**config.mk**
```make
export PLATFORM = sky130hd
export DESIGN_NAME = ifffc_ctrl
export DESIGN_NICKNAME = d
export VERILOG_FILES = /design/src/hdl/ifffc_filter.v /design/src/hdl/ifffc_ctrl.v
export VERILOG_INCLUDE_DIRS = /design/src /design/src/inc
export SDC_FILE = /design/constraint.sdc
export NUM_CORES = 1
export LEC_CHECK = 0
export ABC_AREA = 1
export ABC_CLOCK_PERIOD_IN_PS = 25000
export BUFFER_PORTS_ARGS = -buffer_cell sky130_fd_sc_hd__buf_2
export CELL_PAD_IN_SITES_DETAIL_PLACEMENT = 1
export CELL_PAD_IN_SITES_GLOBAL_PLACEMENT = 1
export CORE_MARGIN = 1.5
export CORE_UTILIZATION = 30
export CTS_BUF_LIST = sky130_fd_sc_hd__clkbuf_8
export DETAILED_ROUTE_END_ITERATION = 6
export MAX_ROUTING_LAYER = met4
export PLACE_DENSITY = 0.67
export SYNTH_ARGS = -nofsm -noshare
export SYNTH_HDL_FRONTEND = slang
export SYNTH_SLANG_ARGS = --single-unit
```
**constraint.sdc**
```tcl
create_clock -name clk -period 25 [get_ports clk]
set_input_delay 1.25 -clock clk [delete_from_list [all_inputs] [get_ports clk]]
set_output_delay 1.25 -clock clk [all_outputs]
set_load 0.01 [all_outputs]
```
**src/inc/ifffc_defs.vh**
```
// Constants for the interrupt flag, fast interrupt and filter controller
`ifndef IFFFC_DEFS_VH
`define IFFFC_DEFS_VH

`define IFFFC_NIRQ        8
`define IFFFC_NPER        8
`define IFFFC_NSRC        16
`define IFFFC_IDW         4
`define IFFFC_LVW         4
`define IFFFC_PCW         32
`define IFFFC_PSWW        32

// Detection modes of an external pin
`define IFFFC_DET_LOW     2'h0
`define IFFFC_DET_FALL    2'h1
`define IFFFC_DET_RISE    2'h2
`define IFFFC_DET_BOTH    2'h3

// Sampling clock selection for the noise filter
`define IFFFC_DIVW        6
`define IFFFC_SMP_DIV1    2'h0
`define IFFFC_SMP_DIV8    2'h1
`define IFFFC_SMP_DIV32   2'h2
`define IFFFC_SMP_DIV64   2'h3
`define IFFFC_MASK_DIV1   6'h00
`define IFFFC_MASK_DIV8   6'h07
`define IFFFC_MASK_DIV32  6'h1F
`define IFFFC_MASK_DIV64  6'h3F

// Stable samples the filter needs before it passes a new level
`define IFFFC_FLT_LEN     3
`define IFFFC_FLT_ONES    3'h7
`define IFFFC_FLT_ZERO    3'h0
// Pins idle high, so the filter starts at the idle level
`define IFFFC_PIN_IDLE    1'h1

// Arbitration result packing: {valid, id, level}
`define IFFFC_ARBW        9
`define IFFFC_ARB_VLD     8
`define IFFFC_ARB_ID_HI   7
`define IFFFC_ARB_ID_LO   4
`define IFFFC_ARB_LV_HI   3
`define IFFFC_ARB_LV_LO   0
`define IFFFC_LVL_OFF     4'h0
`define IFFFC_LVL_TOP     4'hF

`endif

```
**src/hdl/ifffc_filter.v**
```verilog
// Three-sample digital noise filter for one interrupt pin
`include "ifffc_defs.vh"

module ifffc_filter (
   // Clock and reset
   input  wire clk,
   input  wire rst,
   // Control
   input  wire enable,
   input  wire sample,
   // Pin level in and filtered level out
   input  wire din,
   output reg  dout
);

   reg [`IFFFC_FLT_LEN-1:0] hist;

   always @(posedge clk) begin
      if (rst) begin
         hist <= {`IFFFC_FLT_LEN{`IFFFC_PIN_IDLE}};
         dout <= `IFFFC_PIN_IDLE;
      end else if (!enable) begin
         hist <= {`IFFFC_FLT_LEN{din}};
         dout <= din;
      end else if (sample) begin
         hist <= {hist[`IFFFC_FLT_LEN-2:0], din};
         // Only three equal samples in a row move the output
         if ({hist[`IFFFC_FLT_LEN-2:0], din} == `IFFFC_FLT_ONES) begin
            dout <= 1'h1;
         end else if ({hist[`IFFFC_FLT_LEN-2:0], din} == `IFFFC_FLT_ZERO) begin
            dout <= 1'h0;
         end
      end
   end

endmodule

```
**src/hdl/ifffc_ctrl.v**
```verilog
// Interrupt controller: flags, priority, fast interrupt backup, pin filters
`include "ifffc_defs.vh"

module ifffc_ctrl (
   // Clock and reset
   input  wire                                    clk,
   input  wire                                    rst,
   // External pins and their setup
   input  wire [`IFFFC_NIRQ-1:0]                  irq_pin,
   input  wire [2*`IFFFC_NIRQ-1:0]                irq_detect,
   input  wire [`IFFFC_NIRQ-1:0]                  irq_filter_en,
   input  wire [1:0]                              irq_sample_sel,
   input  wire                                    nmi_pin,
   input  wire                                    nmi_rise,
   input  wire                                    nmi_filter_en,
   input  wire [1:0]                              nmi_sample_sel,
   // Peripheral request lines and their setup
   input  wire [`IFFFC_NPER-1:0]                  per_req,
   input  wire [`IFFFC_NPER-1:0]                  per_edge,
   // Source setup
   input  wire [`IFFFC_LVW*`IFFFC_NSRC-1:0]       src_priority,
   input  wire [`IFFFC_NSRC-1:0]                  src_to_dte,
   input  wire                                    fast_en,
   input  wire [`IFFFC_IDW-1:0]                   fast_id,
   // CPU core side
   input  wire                                    status_word_interrupt_enable,
   input  wire [`IFFFC_LVW-1:0]                   cpu_ipl,
   input  wire [`IFFFC_PCW-1:0]                   cpu_pc,
   input  wire [`IFFFC_PSWW-1:0]                  cpu_psw,
   input  wire                                    cpu_ack,
   input  wire                                    fast_return,
   input  wire                                    nmi_ack,
   output reg                                     cpu_req,
   output reg  [`IFFFC_IDW-1:0]                   cpu_id,
   output reg  [`IFFFC_LVW-1:0]                   cpu_level,
   output reg                                     cpu_fast,
   output reg                                     nmi_req,
   output reg                                     fast_busy,
   output reg  [`IFFFC_PCW-1:0]                   backup_program_counter,
   output reg  [`IFFFC_PSWW-1:0]                  backup_status_word,
   output reg                                     restore_valid,
   // Transfer engine side
   input  wire                                    dte_ack,
   output reg                                     dte_req,
   output reg  [`IFFFC_IDW-1:0]                   dte_id,
   // Status
   output reg  [`IFFFC_NSRC-1:0]                  irq_status
);

   ////////////////////////////////////////////////////////////////////////
   // Highest non-zero level wins, lowest index on a tie
   function [`IFFFC_ARBW-1:0] ifffc_arb;
      input [`IFFFC_NSRC-1:0]             pend;
      input [`IFFFC_LVW*`IFFFC_NSRC-1:0]  prio;
      integer                             i;
      reg   [`IFFFC_LVW-1:0]              lv;
      begin
         ifffc_arb = {`IFFFC_ARBW{1'h0}};
         for (i = `IFFFC_NSRC - 1; i >= 0; i = i - 1) begin
            lv = prio[i*`IFFFC_LVW +: `IFFFC_LVW];
            if (pend[i] && lv != `IFFFC_LVL_OFF && lv >= ifffc_arb[`IFFFC_ARB_LV_HI:`IFFFC_ARB_LV_LO]) begin
               ifffc_arb = {1'h1, i[`IFFFC_IDW-1:0], lv};
            end
         end
      end
   endfunction

   function ifffc_tick;
      input [1:0]             sel;
      input [`IFFFC_DIVW-1:0] cnt;
      begin
         case (sel)
            `IFFFC_SMP_DIV1:  ifffc_tick = (cnt & `IFFFC_MASK_DIV1) == `IFFFC_MASK_DIV1;
            `IFFFC_SMP_DIV8:  ifffc_tick = (cnt & `IFFFC_MASK_DIV8) == `IFFFC_MASK_DIV8;
            `IFFFC_SMP_DIV32: ifffc_tick = (cnt & `IFFFC_MASK_DIV32) == `IFFFC_MASK_DIV32;
            default:          ifffc_tick = (cnt & `IFFFC_MASK_DIV64) == `IFFFC_MASK_DIV64;
         endcase
      end
   endfunction

   ////////////////////////////////////////////////////////////////////////
   // Sampling clock divider and pin filters
   reg  [`IFFFC_DIVW-1:0] div_cnt;
   wire                   irq_tick;
   wire                   nmi_tick;
   wire [`IFFFC_NIRQ-1:0] irq_flt;
   wire                   nmi_flt;

   always @(posedge clk) begin
      if (rst) begin
         div_cnt <= {`IFFFC_DIVW{1'h0}};
      end else begin
         div_cnt <= div_cnt + {{(`IFFFC_DIVW-1){1'h0}}, 1'h1};
      end
   end

   assign irq_tick = ifffc_tick(irq_sample_sel, div_cnt);
   assign nmi_tick = ifffc_tick(nmi_sample_sel, div_cnt);

   genvar g;
   generate
      for (g = 0; g < `IFFFC_NIRQ; g = g + 1) begin : g_irq_flt
         ifffc_filter u_flt (
            .clk    (clk),
            .rst    (rst),
            .enable (irq_filter_en[g]),
            .sample (irq_tick),
            .din    (irq_pin[g]),
            .dout   (irq_flt[g])
         );
      end
   endgenerate

   ifffc_filter u_nmi_flt (
      .clk    (clk),
      .rst    (rst),
      .enable (nmi_filter_en),
      .sample (nmi_tick),
      .din    (nmi_pin),
      .dout   (nmi_flt)
   );

   ////////////////////////////////////////////////////////////////////////
   // Source detection
   reg  [`IFFFC_NIRQ-1:0] irq_prev;
   reg  [`IFFFC_NPER-1:0] per_prev;
   reg                    nmi_prev;
   reg  [`IFFFC_NSRC-1:0] src_level;
   reg  [`IFFFC_NSRC-1:0] src_set;
   integer                k;

   always @* begin
      src_level = {`IFFFC_NSRC{1'h0}};
      src_set   = {`IFFFC_NSRC{1'h0}};
      for (k = 0; k < `IFFFC_NIRQ; k = k + 1) begin
         case (irq_detect[2*k +: 2])
            `IFFFC_DET_LOW: begin
               src_level[k] = 1'h1;
               src_set[k]   = !irq_flt[k];
            end
            `IFFFC_DET_FALL: src_set[k] = irq_prev[k] && !irq_flt[k];
            `IFFFC_DET_RISE: src_set[k] = !irq_prev[k] && irq_flt[k];
            default:         src_set[k] = irq_prev[k] != irq_flt[k];
         endcase
      end
      for (k = 0; k < `IFFFC_NPER; k = k + 1) begin
         src_level[`IFFFC_NIRQ+k] = !per_edge[k];
         src_set[`IFFFC_NIRQ+k]   = per_edge[k] ? (per_req[k] && !per_prev[k]) : per_req[k];
      end
   end

   ////////////////////////////////////////////////////////////////////////
   // Arbitration
   wire [`IFFFC_NSRC-1:0]  fast_mask;
   wire [`IFFFC_NSRC-1:0]  cpu_pend;
   wire [`IFFFC_NSRC-1:0]  dte_pend;
   wire [`IFFFC_ARBW-1:0]  cpu_win;
   wire [`IFFFC_ARBW-1:0]  dte_win;
   wire                    fast_win;
   wire                    ord_win;
   wire [`IFFFC_NSRC-1:0]  cpu_clr;
   wire [`IFFFC_NSRC-1:0]  dte_clr;
   wire                    cpu_take;
   wire                    dte_take;

   assign fast_mask = fast_en ? ({{(`IFFFC_NSRC-1){1'h0}}, 1'h1} << fast_id) : {`IFFFC_NSRC{1'h0}};
   assign cpu_pend  = irq_status & ~src_to_dte & ~fast_mask;
   assign dte_pend  = irq_status & src_to_dte & ~fast_mask;
   assign cpu_win   = ifffc_arb(cpu_pend, src_priority);
   assign dte_win   = ifffc_arb(dte_pend, src_priority);
   // A second fast request waits: the single backup stage is in use
   assign fast_win  = |(irq_status & fast_mask) && !fast_busy;
   assign ord_win   = cpu_win[`IFFFC_ARB_VLD] && cpu_win[`IFFFC_ARB_LV_HI:`IFFFC_ARB_LV_LO] > cpu_ipl;
   assign cpu_take  = cpu_ack && cpu_req;
   assign dte_take  = dte_ack && dte_req;
   assign cpu_clr   = cpu_take ? ({{(`IFFFC_NSRC-1){1'h0}}, 1'h1} << cpu_id) : {`IFFFC_NSRC{1'h0}};
   assign dte_clr   = dte_take ? ({{(`IFFFC_NSRC-1){1'h0}}, 1'h1} << dte_id) : {`IFFFC_NSRC{1'h0}};

   ////////////////////////////////////////////////////////////////////////
   // Flags, requests and fast context
   always @(posedge clk) begin
      if (rst) begin
         irq_prev               <= {`IFFFC_NIRQ{`IFFFC_PIN_IDLE}};
         per_prev               <= {`IFFFC_NPER{1'h0}};
         nmi_prev               <= `IFFFC_PIN_IDLE;
         irq_status             <= {`IFFFC_NSRC{1'h0}};
         nmi_req                <= 1'h0;
         cpu_req                <= 1'h0;
         cpu_id                 <= {`IFFFC_IDW{1'h0}};
         cpu_level              <= `IFFFC_LVL_OFF;
         cpu_fast               <= 1'h0;
         dte_req                <= 1'h0;
         dte_id                 <= {`IFFFC_IDW{1'h0}};
         fast_busy              <= 1'h0;
         backup_program_counter <= {`IFFFC_PCW{1'h0}};
         backup_status_word     <= {`IFFFC_PSWW{1'h0}};
         restore_valid          <= 1'h0;
      end else begin
         irq_prev <= irq_flt;
         per_prev <= per_req;
         nmi_prev <= nmi_flt;
         // Level flags mirror the source; edge flags hold until acknowledged, set wins
         irq_status <= (src_level & src_set) |
                       (~src_level & (src_set | (irq_status & ~cpu_clr & ~dte_clr)));
         nmi_req <= (nmi_rise ? (!nmi_prev && nmi_flt) : (nmi_prev && !nmi_flt)) || (nmi_req && !nmi_ack);
         // Requests drop for a cycle after an acknowledge so a stale id is never re-sent
         if (cpu_take || !status_word_interrupt_enable) begin
            cpu_req <= 1'h0;
         end else begin
            cpu_req   <= fast_win || ord_win;
            cpu_fast  <= fast_win;
            cpu_id    <= fast_win ? fast_id : cpu_win[`IFFFC_ARB_ID_HI:`IFFFC_ARB_ID_LO];
            cpu_level <= fast_win ? `IFFFC_LVL_TOP : cpu_win[`IFFFC_ARB_LV_HI:`IFFFC_ARB_LV_LO];
         end
         if (dte_take) begin
            dte_req <= 1'h0;
         end else begin
            dte_req <= dte_win[`IFFFC_ARB_VLD];
            dte_id  <= dte_win[`IFFFC_ARB_ID_HI:`IFFFC_ARB_ID_LO];
         end
         restore_valid <= 1'h0;
         if (cpu_take && cpu_fast) begin
            backup_program_counter <= cpu_pc;
            backup_status_word     <= cpu_psw;
            fast_busy              <= 1'h1;
         end else if (fast_return && fast_busy) begin
            restore_valid <= 1'h1;
            fast_busy     <= 1'h0;
         end
      end
   end

endmodule

```
# Word-level counts from Yosys, hierarchy flattened
# Cells that the tools add are included.
[totals]
ff_bits = 148
[op_classes]
n_reduce_logical = 186
n_shift = 3
eq_ne = 58
n_bitwise = 16
n_mux = 121
n_lt_le_gt_ge = 32
n_addsub = 1
[ops]
columns = ["operator", "n"]
rows = [
  ["9-bit two-way mux", 32],
  ["16-bit bitwise AND", 9],
  ["4-bit greater-or-equal comparator", 30],
  ["1-bit logical AND", 97],
  ["16-bit NOT", 5],
  ["4-bit nonzero test", 16],
  ["1-bit two-way mux", 56],
  ["16-bit two-way mux", 3],
  ["1-bit by 4-bit << shifter with 16-bit output, first input constant", 3],
  ["1-bit zero test", 37],
  ["2-bit two-way mux", 18],
  ["16-bit OR", 2],
  ["3-bit equality test, second input constant", 10],
  ["1-bit one-hot mux with 3 select lines", 10],
  ["3-bit zero test", 9],
  ["3-bit by 1-bit inequality test with 1-bit output, second input constant", 9],
  ["2-bit by 1-bit equality test with 1-bit output, second input constant", 10],
  ["2-bit equality test, second input constant", 10],
  ["2-bit zero test", 10],
  ["2-bit by 1-bit inequality test with 1-bit output, second input constant", 9],
  ["2-bit AND reduction", 9],
  ["16-bit OR reduction", 1],
  ["4-bit two-way mux", 2],
  ["1-bit inequality test", 8],
  ["other kinds (8)", 12],
]

# Logic depth before layout (Yosys ltp)
# Gate-level depths: netlist of the first run.
[logic_depth]
depth_word = 55
mapped_depth = 172
mapped_depth_nobuf = 172

# Cells and area by module
# From an unflattened synthesis of the first run, not the netlist that was laid out.
[hier_totals]
cells_unflattened = 1770
area_unflattened_um2 = 11651.2
[by_module_without_submodules]
columns = ["mod", "n_inst", "seq_area_each_um2", "cells_per_inst", "area_each_um2"]
rows = [
  ["ifffc_ctrl", 1, 2422.3, 1554, 10243.6],
  ["ifffc_filter", 9, 60.1, 24, 156.4],
]

# Worst setup path after synthesis of the first run
# No wires, ideal clock.
[synth_path]
kind = "input port to flip-flop"
from = "input port fast_id[2]"
to = "register dte_id[3]"
cell_stages = 114
path_buffers = 4
setup_time_ns = 0.071
path_slack_ns = 5.785
arrival_time_ns = 19.144
t_required_ns = 24.929
path_cell_list = "buf_4 -> nand3_1 -> nor2_2 -> inv_1 -> nand3_1 -> inv_1 -> nand2_1 -> ha_1 -> inv_1 -> nor2_1 -> o211ai_1 -> nand3_1 -> nand2_1 -> inv_1 -> o21ai_0 -> inv_1 -> ha_1 -> inv_1 -> [78 not listed] -> o21ai_0 -> ha_1 -> a21boi_0 -> o21a_1 -> o21a_1 -> o21ai_0 -> clkbuf_1 -> o21ai_0 -> ha_1 -> inv_1 -> nor2_1 -> o211ai_1 -> nand3_1 -> nand3_1 -> nand3_1 -> nor3_1 -> nand2_1 -> a21oi_1"
[synth_between]
elab_chain_cells = 52
word_cells_on_any_way = 67
classes_between = "order compare (15); shift (1); mux (17); bitwise (2); reduce/logical (32)"
[synth_rtl]
columns = ["item", "line_no", "rtl"]
rows = [
  ["start, declared", "ifffc_ctrl.v:24", "input wire [`IFFFC_IDW-1:0] fast_id,"],
  ["1-bit by 4-bit << shifter with 16-bit output *", "ifffc_ctrl.v:166", "assign fast_mask = fast_en ? ({{(`IFFFC_NSRC-1){1'h0}}, 1'h1} << fast_id) : {`IFFFC_NSRC{1'h0}};"],
  ["16-bit two-way mux *", "ifffc_ctrl.v:166", ""],
  ["16-bit NOT *", "ifffc_ctrl.v:168", "assign dte_pend = irq_status & src_to_dte & ~fast_mask;"],
  ["16-bit bitwise AND *", "ifffc_ctrl.v:168", ""],
  ["1-bit logical AND (no line)", "--", ""],
  ["1-bit logical AND", "ifffc_ctrl.v:61", "if (pend[i] && lv != `IFFFC_LVL_OFF && lv >= ifffc_arb[`IFFFC_ARB_LV_HI:`IFFFC_ARB_LV_LO]) begin"],
  ["9-bit two-way mux", "ifffc_ctrl.v:61", ""],
  ["4-bit greater-or-equal comparator", "ifffc_ctrl.v:61", ""],
  ["[36 not listed]", "--", ""],
  ["1-bit logical AND", "ifffc_ctrl.v:61", ""],
  ["9-bit two-way mux", "ifffc_ctrl.v:61", ""],
  ["4-bit greater-or-equal comparator", "ifffc_ctrl.v:61", ""],
  ["1-bit logical AND", "ifffc_ctrl.v:61", ""],
  ["9-bit two-way mux", "ifffc_ctrl.v:61", ""],
  ["4-bit greater-or-equal comparator", "ifffc_ctrl.v:61", ""],
  ["1-bit logical AND", "ifffc_ctrl.v:61", ""],
  ["9-bit two-way mux *", "ifffc_ctrl.v:61", ""],
  ["end signal, assigned", "ifffc_ctrl.v:193", "dte_id <= {`IFFFC_IDW{1'h0}};"],
  ["end signal, assigned", "ifffc_ctrl.v:219", "dte_id <= dte_win[`IFFFC_ARB_ID_HI:`IFFFC_ARB_ID_LO];"],
  ["end, declared", "ifffc_ctrl.v:45", "output reg [`IFFFC_IDW-1:0] dte_id,"],
]
# Mark *: on every way between the ends. The rest lies on a longest branch, timed or not.
# A chain may end at the register's enable or synchronous reset.

# Worst setup path after layout of the first run
# Same ends and word-level chain as after synthesis.

==> impl_metrics.toml, run 1 <==
[status]
status = "completed"

[yosys]
synthCells = 1738
avgSynthCellArea_um2 = 6.71
syn_nets = 2080
async_flop_share = 0
ys_seq_elements = 148
ys_top_cells_by_area = "dfxtp_1 25%, ha_1 14%, nand2_1 10%"
ys_seq_area_frac = 0.254
synth_top_area_share = 0.254
yosysWarningCount = 0
synthTopCellsByCount = "312 x nand2_1, 249 x inv_1, 218 x nor2_1, 212 x o21ai_0, 148 x dfxtp_1"
synth-main-ff-cell = "dfxtp_1"
synth_area_um2 = 11700
synth_most_common_cell = "nand2_1"
synth_top_cell_by_area = "dfxtp_1"
synth_edf_count = 0
ys_types = 50

[detailed_routing]
wl_per_cell_um = 16.6
routed_wl_um = 42700
dr.pass1.iters = 4
ant_nets = 0
drcViolationCount = 0
via_per_inst = 4.91
drt_iter0_markers = 329
vias = 12700

[timing]
hold_viol_final = 0
grt_setup_unrepaired = "false"
fmax_mhz = 45.1
final.setup.worst_slack_ns = 2.81
whs_ns = 0.470
relSlewSlack = 0.237
finalMaxSlewViolations = 0
setup_tns_ns = 0
period_minus_slack_ns = 22.19
setup_viol = 0
fin_crit_sh = 0.888
skew_ns = 0.0119
tightestPinTransition_ns = 1.12

[floorplan]
fp.dieArea_um2 = 40000
initial_core_util = 0.303
die_x_um = 200
fp-row-count = 72
ioPinCount = 313
dieHeight_um = 200
coreArea_um2 = 38500

[layout]
final_area_um2 = 14200
final_util = 0.370
finalNetCount = 2381
area_growth_pct = 22.1
layout-drive-gt1-share = 0.216
nFillCells = 5061

[placed_design]
place.gp.congestion = 0.865
hpwl_um = 35300
dpl_cell_area_um2 = 13800
place_ws_ns = 2.11
io_buffers = 312

[worst_setup_path]
reg2reg_from = "irq_status[15]"
start_kind = "input pin"
worst_path_most_repeated_cell = "o21a_1"
worstSetupEndpointType = "flip-flop"
cp_num_buf_inv = 18
cpPeakStageDelay_ns = 0.58
cp_slowest_cell = "o211ai_1"
critPathTopFamily = "compound AO/OA/AOI/OAI gates"
path_max_fanout = 11
cp_data_required_time_ns = 25.38
crit_type = "in2reg"
arrival_ns = 22.57
startpoint = "fast_id[2]"

[cts]
cts_hold_buf = 0
cts_buffers = 17
cts_sinks = 148
cts_tree = "yes"
clockBufferDepth = 2
htree_levels = 4
root_buffer = "clkbuf_8"
worstSkewPairLatency_ns = 0.45
clkSlewWorstSetupHoldPaths_ns = 0.09

[power]
p_per_area_nw_per_um2 = 59.9
p_leak_uw = 0.00767
ir_drop_uv = 31.5

[global_routing]
grt_usage = 0.220
overflow = 0
antenna_found_initial = 8
grt_max_degree = 94
grt_pass1_vias = 13300
grt_pass1_wl_um = 67100

[min_path]
hold_path.class = "reg2reg"
min_from = "div_cnt[0]"

[run]
maxCapViolCount = 0
-- what timing repair did --
item	in CTS	in global routing
endpoints found under the setup margin	0	1
resized for setup	0	1
buffers inserted	0	0
-- worst register-to-register path: cells and delay by family, from the launching register on --
family                     cells  cell delay [ns]
buffers and inverters         17             1.09
and+or+nand+nor               25             3.07
DFF                            1             0.41
AOI/OAI and AO/OA             57            12.06
adders and majority gates     15             4.69
-- metal layers --
metal / part of all wire / vias up / GRT usage / wire [um]
li1: - / 6420 / - / -
met1: 0.44 / 5902 / 0.256 / 18900
met2: 0.48 / 280 / 0.381 / 20500
met3: 0.051 / 57 / 0.0430 / 2190
met4: 0.027 / 0 / 0.0705 / 1160
met5: 0 / - / - / 0
-- worst paths after layout --
check	slack (ns)	end	cells past startpoint
min reg2reg	0.47	div_cnt[0]	1
max	2.81	dte_id[3]	116
max reg2reg	3.63	dte_id[3]	114
min	0.47	div_cnt[0]	1
-- state kept, by name (all words and copies together), names as in the netlist --
signal	flops
backup_program_counter	32
backup_status_word	32
cpu_fast	1
cpu_id	4
cpu_level	4
cpu_req	1
div_cnt	6
dte_id	4
dte_req	1
fast_busy	1
g_irq_flt.u_flt.dout	8
g_irq_flt.u_flt.hist	16
irq_prev	8
irq_status	16
nmi_prev	1
nmi_req	1
per_prev	8
restore_valid	1
u_nmi_flt.dout	1
u_nmi_flt.hist	2
-- metrics by stage --
step,instances,total power (uW)
6_report,2578,852
5_1_grt,2578,930
4_1_cts,2570,867
3_5_place_dp,2538,654
3_3_place_gp,2538,636
2_1_floorplan,1738,535
-- final cells by class --
cell class | instances | area, um^2 | area share
antenna | 8 | 20.0 | 0.00141
timing repair buffer | 318 | 1610 | 0.113
multi-input combinational | 1301 | 7610 | 0.535
sequential | 148 | 2960 | 0.208
clock inverter | 12 | 151 | 0.0106
inverter | 253 | 950 | 0.0668
tap | 518 | 648 | 0.0456
clock buffer | 20 | 275 | 0.0194
-- kinds of logic (layout without fill, tap and decap cells) --
kind of cell | count (synthesis) | after routing | synth area share
mux | 1 | 1 | 0.000966
fa+ha+maj | 127 | 127 | 0.136
compound gates | 359 | 359 | 0.178
buf+inv | 289 | 603 | 0.0934
xor+xnor | 1 | 1 | 0.000752
flops | 148 | 148 | 0.254
other cells | 0 | 8 | 0
simple gates | 813 | 813 | 0.336
-- cell usage in the layout (no fill, tap or decap), drive strengths merged, types with 19 or more instances in the layout --
cell type | synthesis | final
nor2 | 222 | 222
nor3 | 42 | 42
a21oi | 39 | 39
nand3 | 109 | 109
o211ai | 22 | 22
clkbuf | 33 | 20
inv | 251 | 257
o21ai | 223 | 223
nor4 | 22 | 22
dfxtp | 148 | 148
o21a | 19 | 19
nand4 | 22 | 22
buf | 3 | 318
nand2 | 376 | 376
ha | 127 | 127
-- power breakdown --
group	switching [uW]	internal, uW	leakage [uW]
clock network	99.0	107	0.000227
registers	16.6	252	0.00121
logic	233	144	0.00623
Power figures use the tool's default switching activity.
==> inputs of run 2 (changes only) <==
Settings changed: RECOVER_POWER set to 100.
==> run 2 against run 1 <==
Against the previous run:
- the run now ends with capacitance limit, slew limit left
- sequential power about the same
- count of clock-buffer cells in the layout unchanged
- clock skew decreased by 0.00061 ns
- utilization decreased by 0.46 points
- sequential cell count unchanged
- first-iteration DRC count decreased by 8.8%
- critical path depth increased by 1
- combinational power decreased by 1%
- clock power about the same
- critical path type unchanged
- critical endpoint is now dte_req
==> impl_metrics.toml, run 2 (synthesis gave the netlist of run 1 again) <==
[timing]
grt_setup_unrepaired = "false"
finalMaxSlewViolations = 144
hold_viol_final = 0
fin_crit_sh = 0.895
fmax_mhz = 44.7
skew_ns = 0.0113
relSlewSlack = -1.60
setup_viol = 0
tightestPinTransition_ns = 3.90
period_minus_slack_ns = 22.36
setup_tns_ns = 0

[layout]
reg_top3 = "backup_program_counter (32), backup_status_word (32)"
final_util = 0.365
area_growth_pct = 20.5
final_area_um2 = 14000
mostFrequentLayoutCell = "nand2_1"
layout-drive-gt1-share = 0.163
nFillCells = 5096
layoutNonFillerInstCount = 2578
final_cell_mix = "318 x nand2_1, 251 x inv_1, 218 x nor2_1"
finalNetCount = 2381

[status]
violations = "capacitance limit, slew limit"
status = "complete, but fails checks"

[floorplan]
fp.dieArea_um2 = 40000
fp-row-count = 72
die_x_um = 200
dieHeight_um = 200
coreArea_um2 = 38500
ioPinCount = 313
initial_core_util = 0.303

[cts]
htree_levels = 4
worstSkewPairLatency_ns = 0.45
cts_sinks = 148
cts_buffers = 17
clkSlewWorstSetupHoldPaths_ns = 0.09
root_buffer = "clkbuf_8"
cts_tree = "yes"
cts_hold_buf = 0
clockBufferDepth = 2

[placed_design]
io_buffers = 312
place.gp.congestion = 0.865
dpl_cell_area_um2 = 13800
dp.cells = 2538
hpwl_um = 35300

[min_path]
min_path_cells = 1
hold_path.class = "reg2reg"
min_from = "div_cnt[0]"

[global_routing]
grt_usage = 0.220
grt_pass1_vias = 13300
grt_max_degree = 94
overflow = 0
antenna_found_initial = 8
grt_pass1_wl_um = 67100

[detailed_routing]
dr.pass1.iters = 4
drt_iter0_markers = 300
via_per_inst = 4.93
ant_nets = 0
drcViolationCount = 0
vias = 12700
wl_per_cell_um = 16.6
routed_wl_um = 42700

[worst_setup_path]
worstSetupEndpointType = "flip-flop"
cpPeakStageDelay_ns = 0.58
critPathTopFamily = "compound AO/OA/AOI/OAI gates"
start_kind = "input pin"
startpoint = "fast_id[2]"
cp.depth = 117
r2r_cells = 115
cp_data_required_time_ns = 25.22
cp_slowest_cell = "o211ai_1"
arrival_ns = 22.58
path_max_fanout = 11
worst_path_most_repeated_cell = "o21a_1"
cp_num_buf_inv = 18
crit_type = "in2reg"
reg2reg_from = "irq_status[15]"

[power]
ir_drop_uv = 31.4
p_int_uw = 500
p_total_uw = 847
switching_share = 0.410
switching_power_uw = 347
p_leak_uw = 0.00721
seqPwrFrac = 0.317
p_comb_frac = 0.439
clockPowerShare = 0.244
p_per_area_nw_per_um2 = 60.3

[run]
maxCapViolCount = 2
## run 2: final cells by class
class / count / area [um^2] / area share
Antenna cell: 8 / 20.0 / 0.00143
Multi-Input combinational cell: 1301 / 7560 / 0.538
Clock buffer: 20 / 275 / 0.0196
Inverter: 253 / 950 / 0.0676
Clock inverter: 12 / 151 / 0.0108
Tap cell: 518 / 648 / 0.0461
Timing Repair Buffer: 318 / 1480 / 0.105
Sequential cell: 148 / 2960 / 0.211
## run 2: worst paths after layout
path | endpoint | slack, ns
min | div_cnt[0] | 0.47
min reg2reg | div_cnt[0] | 0.47
max | dte_req | 2.64
max reg2reg | dte_req | 3.53
## run 2: power by group through the flow
stage	Clock (uW)	Sequential, uW	Combinational (uW)
after floorplan	0	272	263
after global placement	0	273	363
after detailed placement	0	273	380
after CTS	216	268	382
after global routing	222	271	432
final	206	269	372
## run 2: stage by stage
step	hold slack, ns	setup WS, ns
2_1_floorplan	0.415	5.79
3_3_place_gp	0.428	3.39
3_5_place_dp	0.450	2.11
4_1_cts	0.474	2.61
5_1_grt	0.514	0.162
6_report	0.470	2.64
## run 2: per-layer routing
layer,share of wire,GRT usage,up-vias
met1,0.44,0.256,5935
met4,0.026,0.0705,0
met5,0,-,-
met3,0.054,0.0430,57
li1,-,-,6423
met2,0.48,0.381,288
## run 2: what timing repair did
item | 4_1_cts | 5_1_grt
buffers inserted | 0 | 0
gates resized for setup | 0 | 1
setup endpoints to repair | 0 | 1
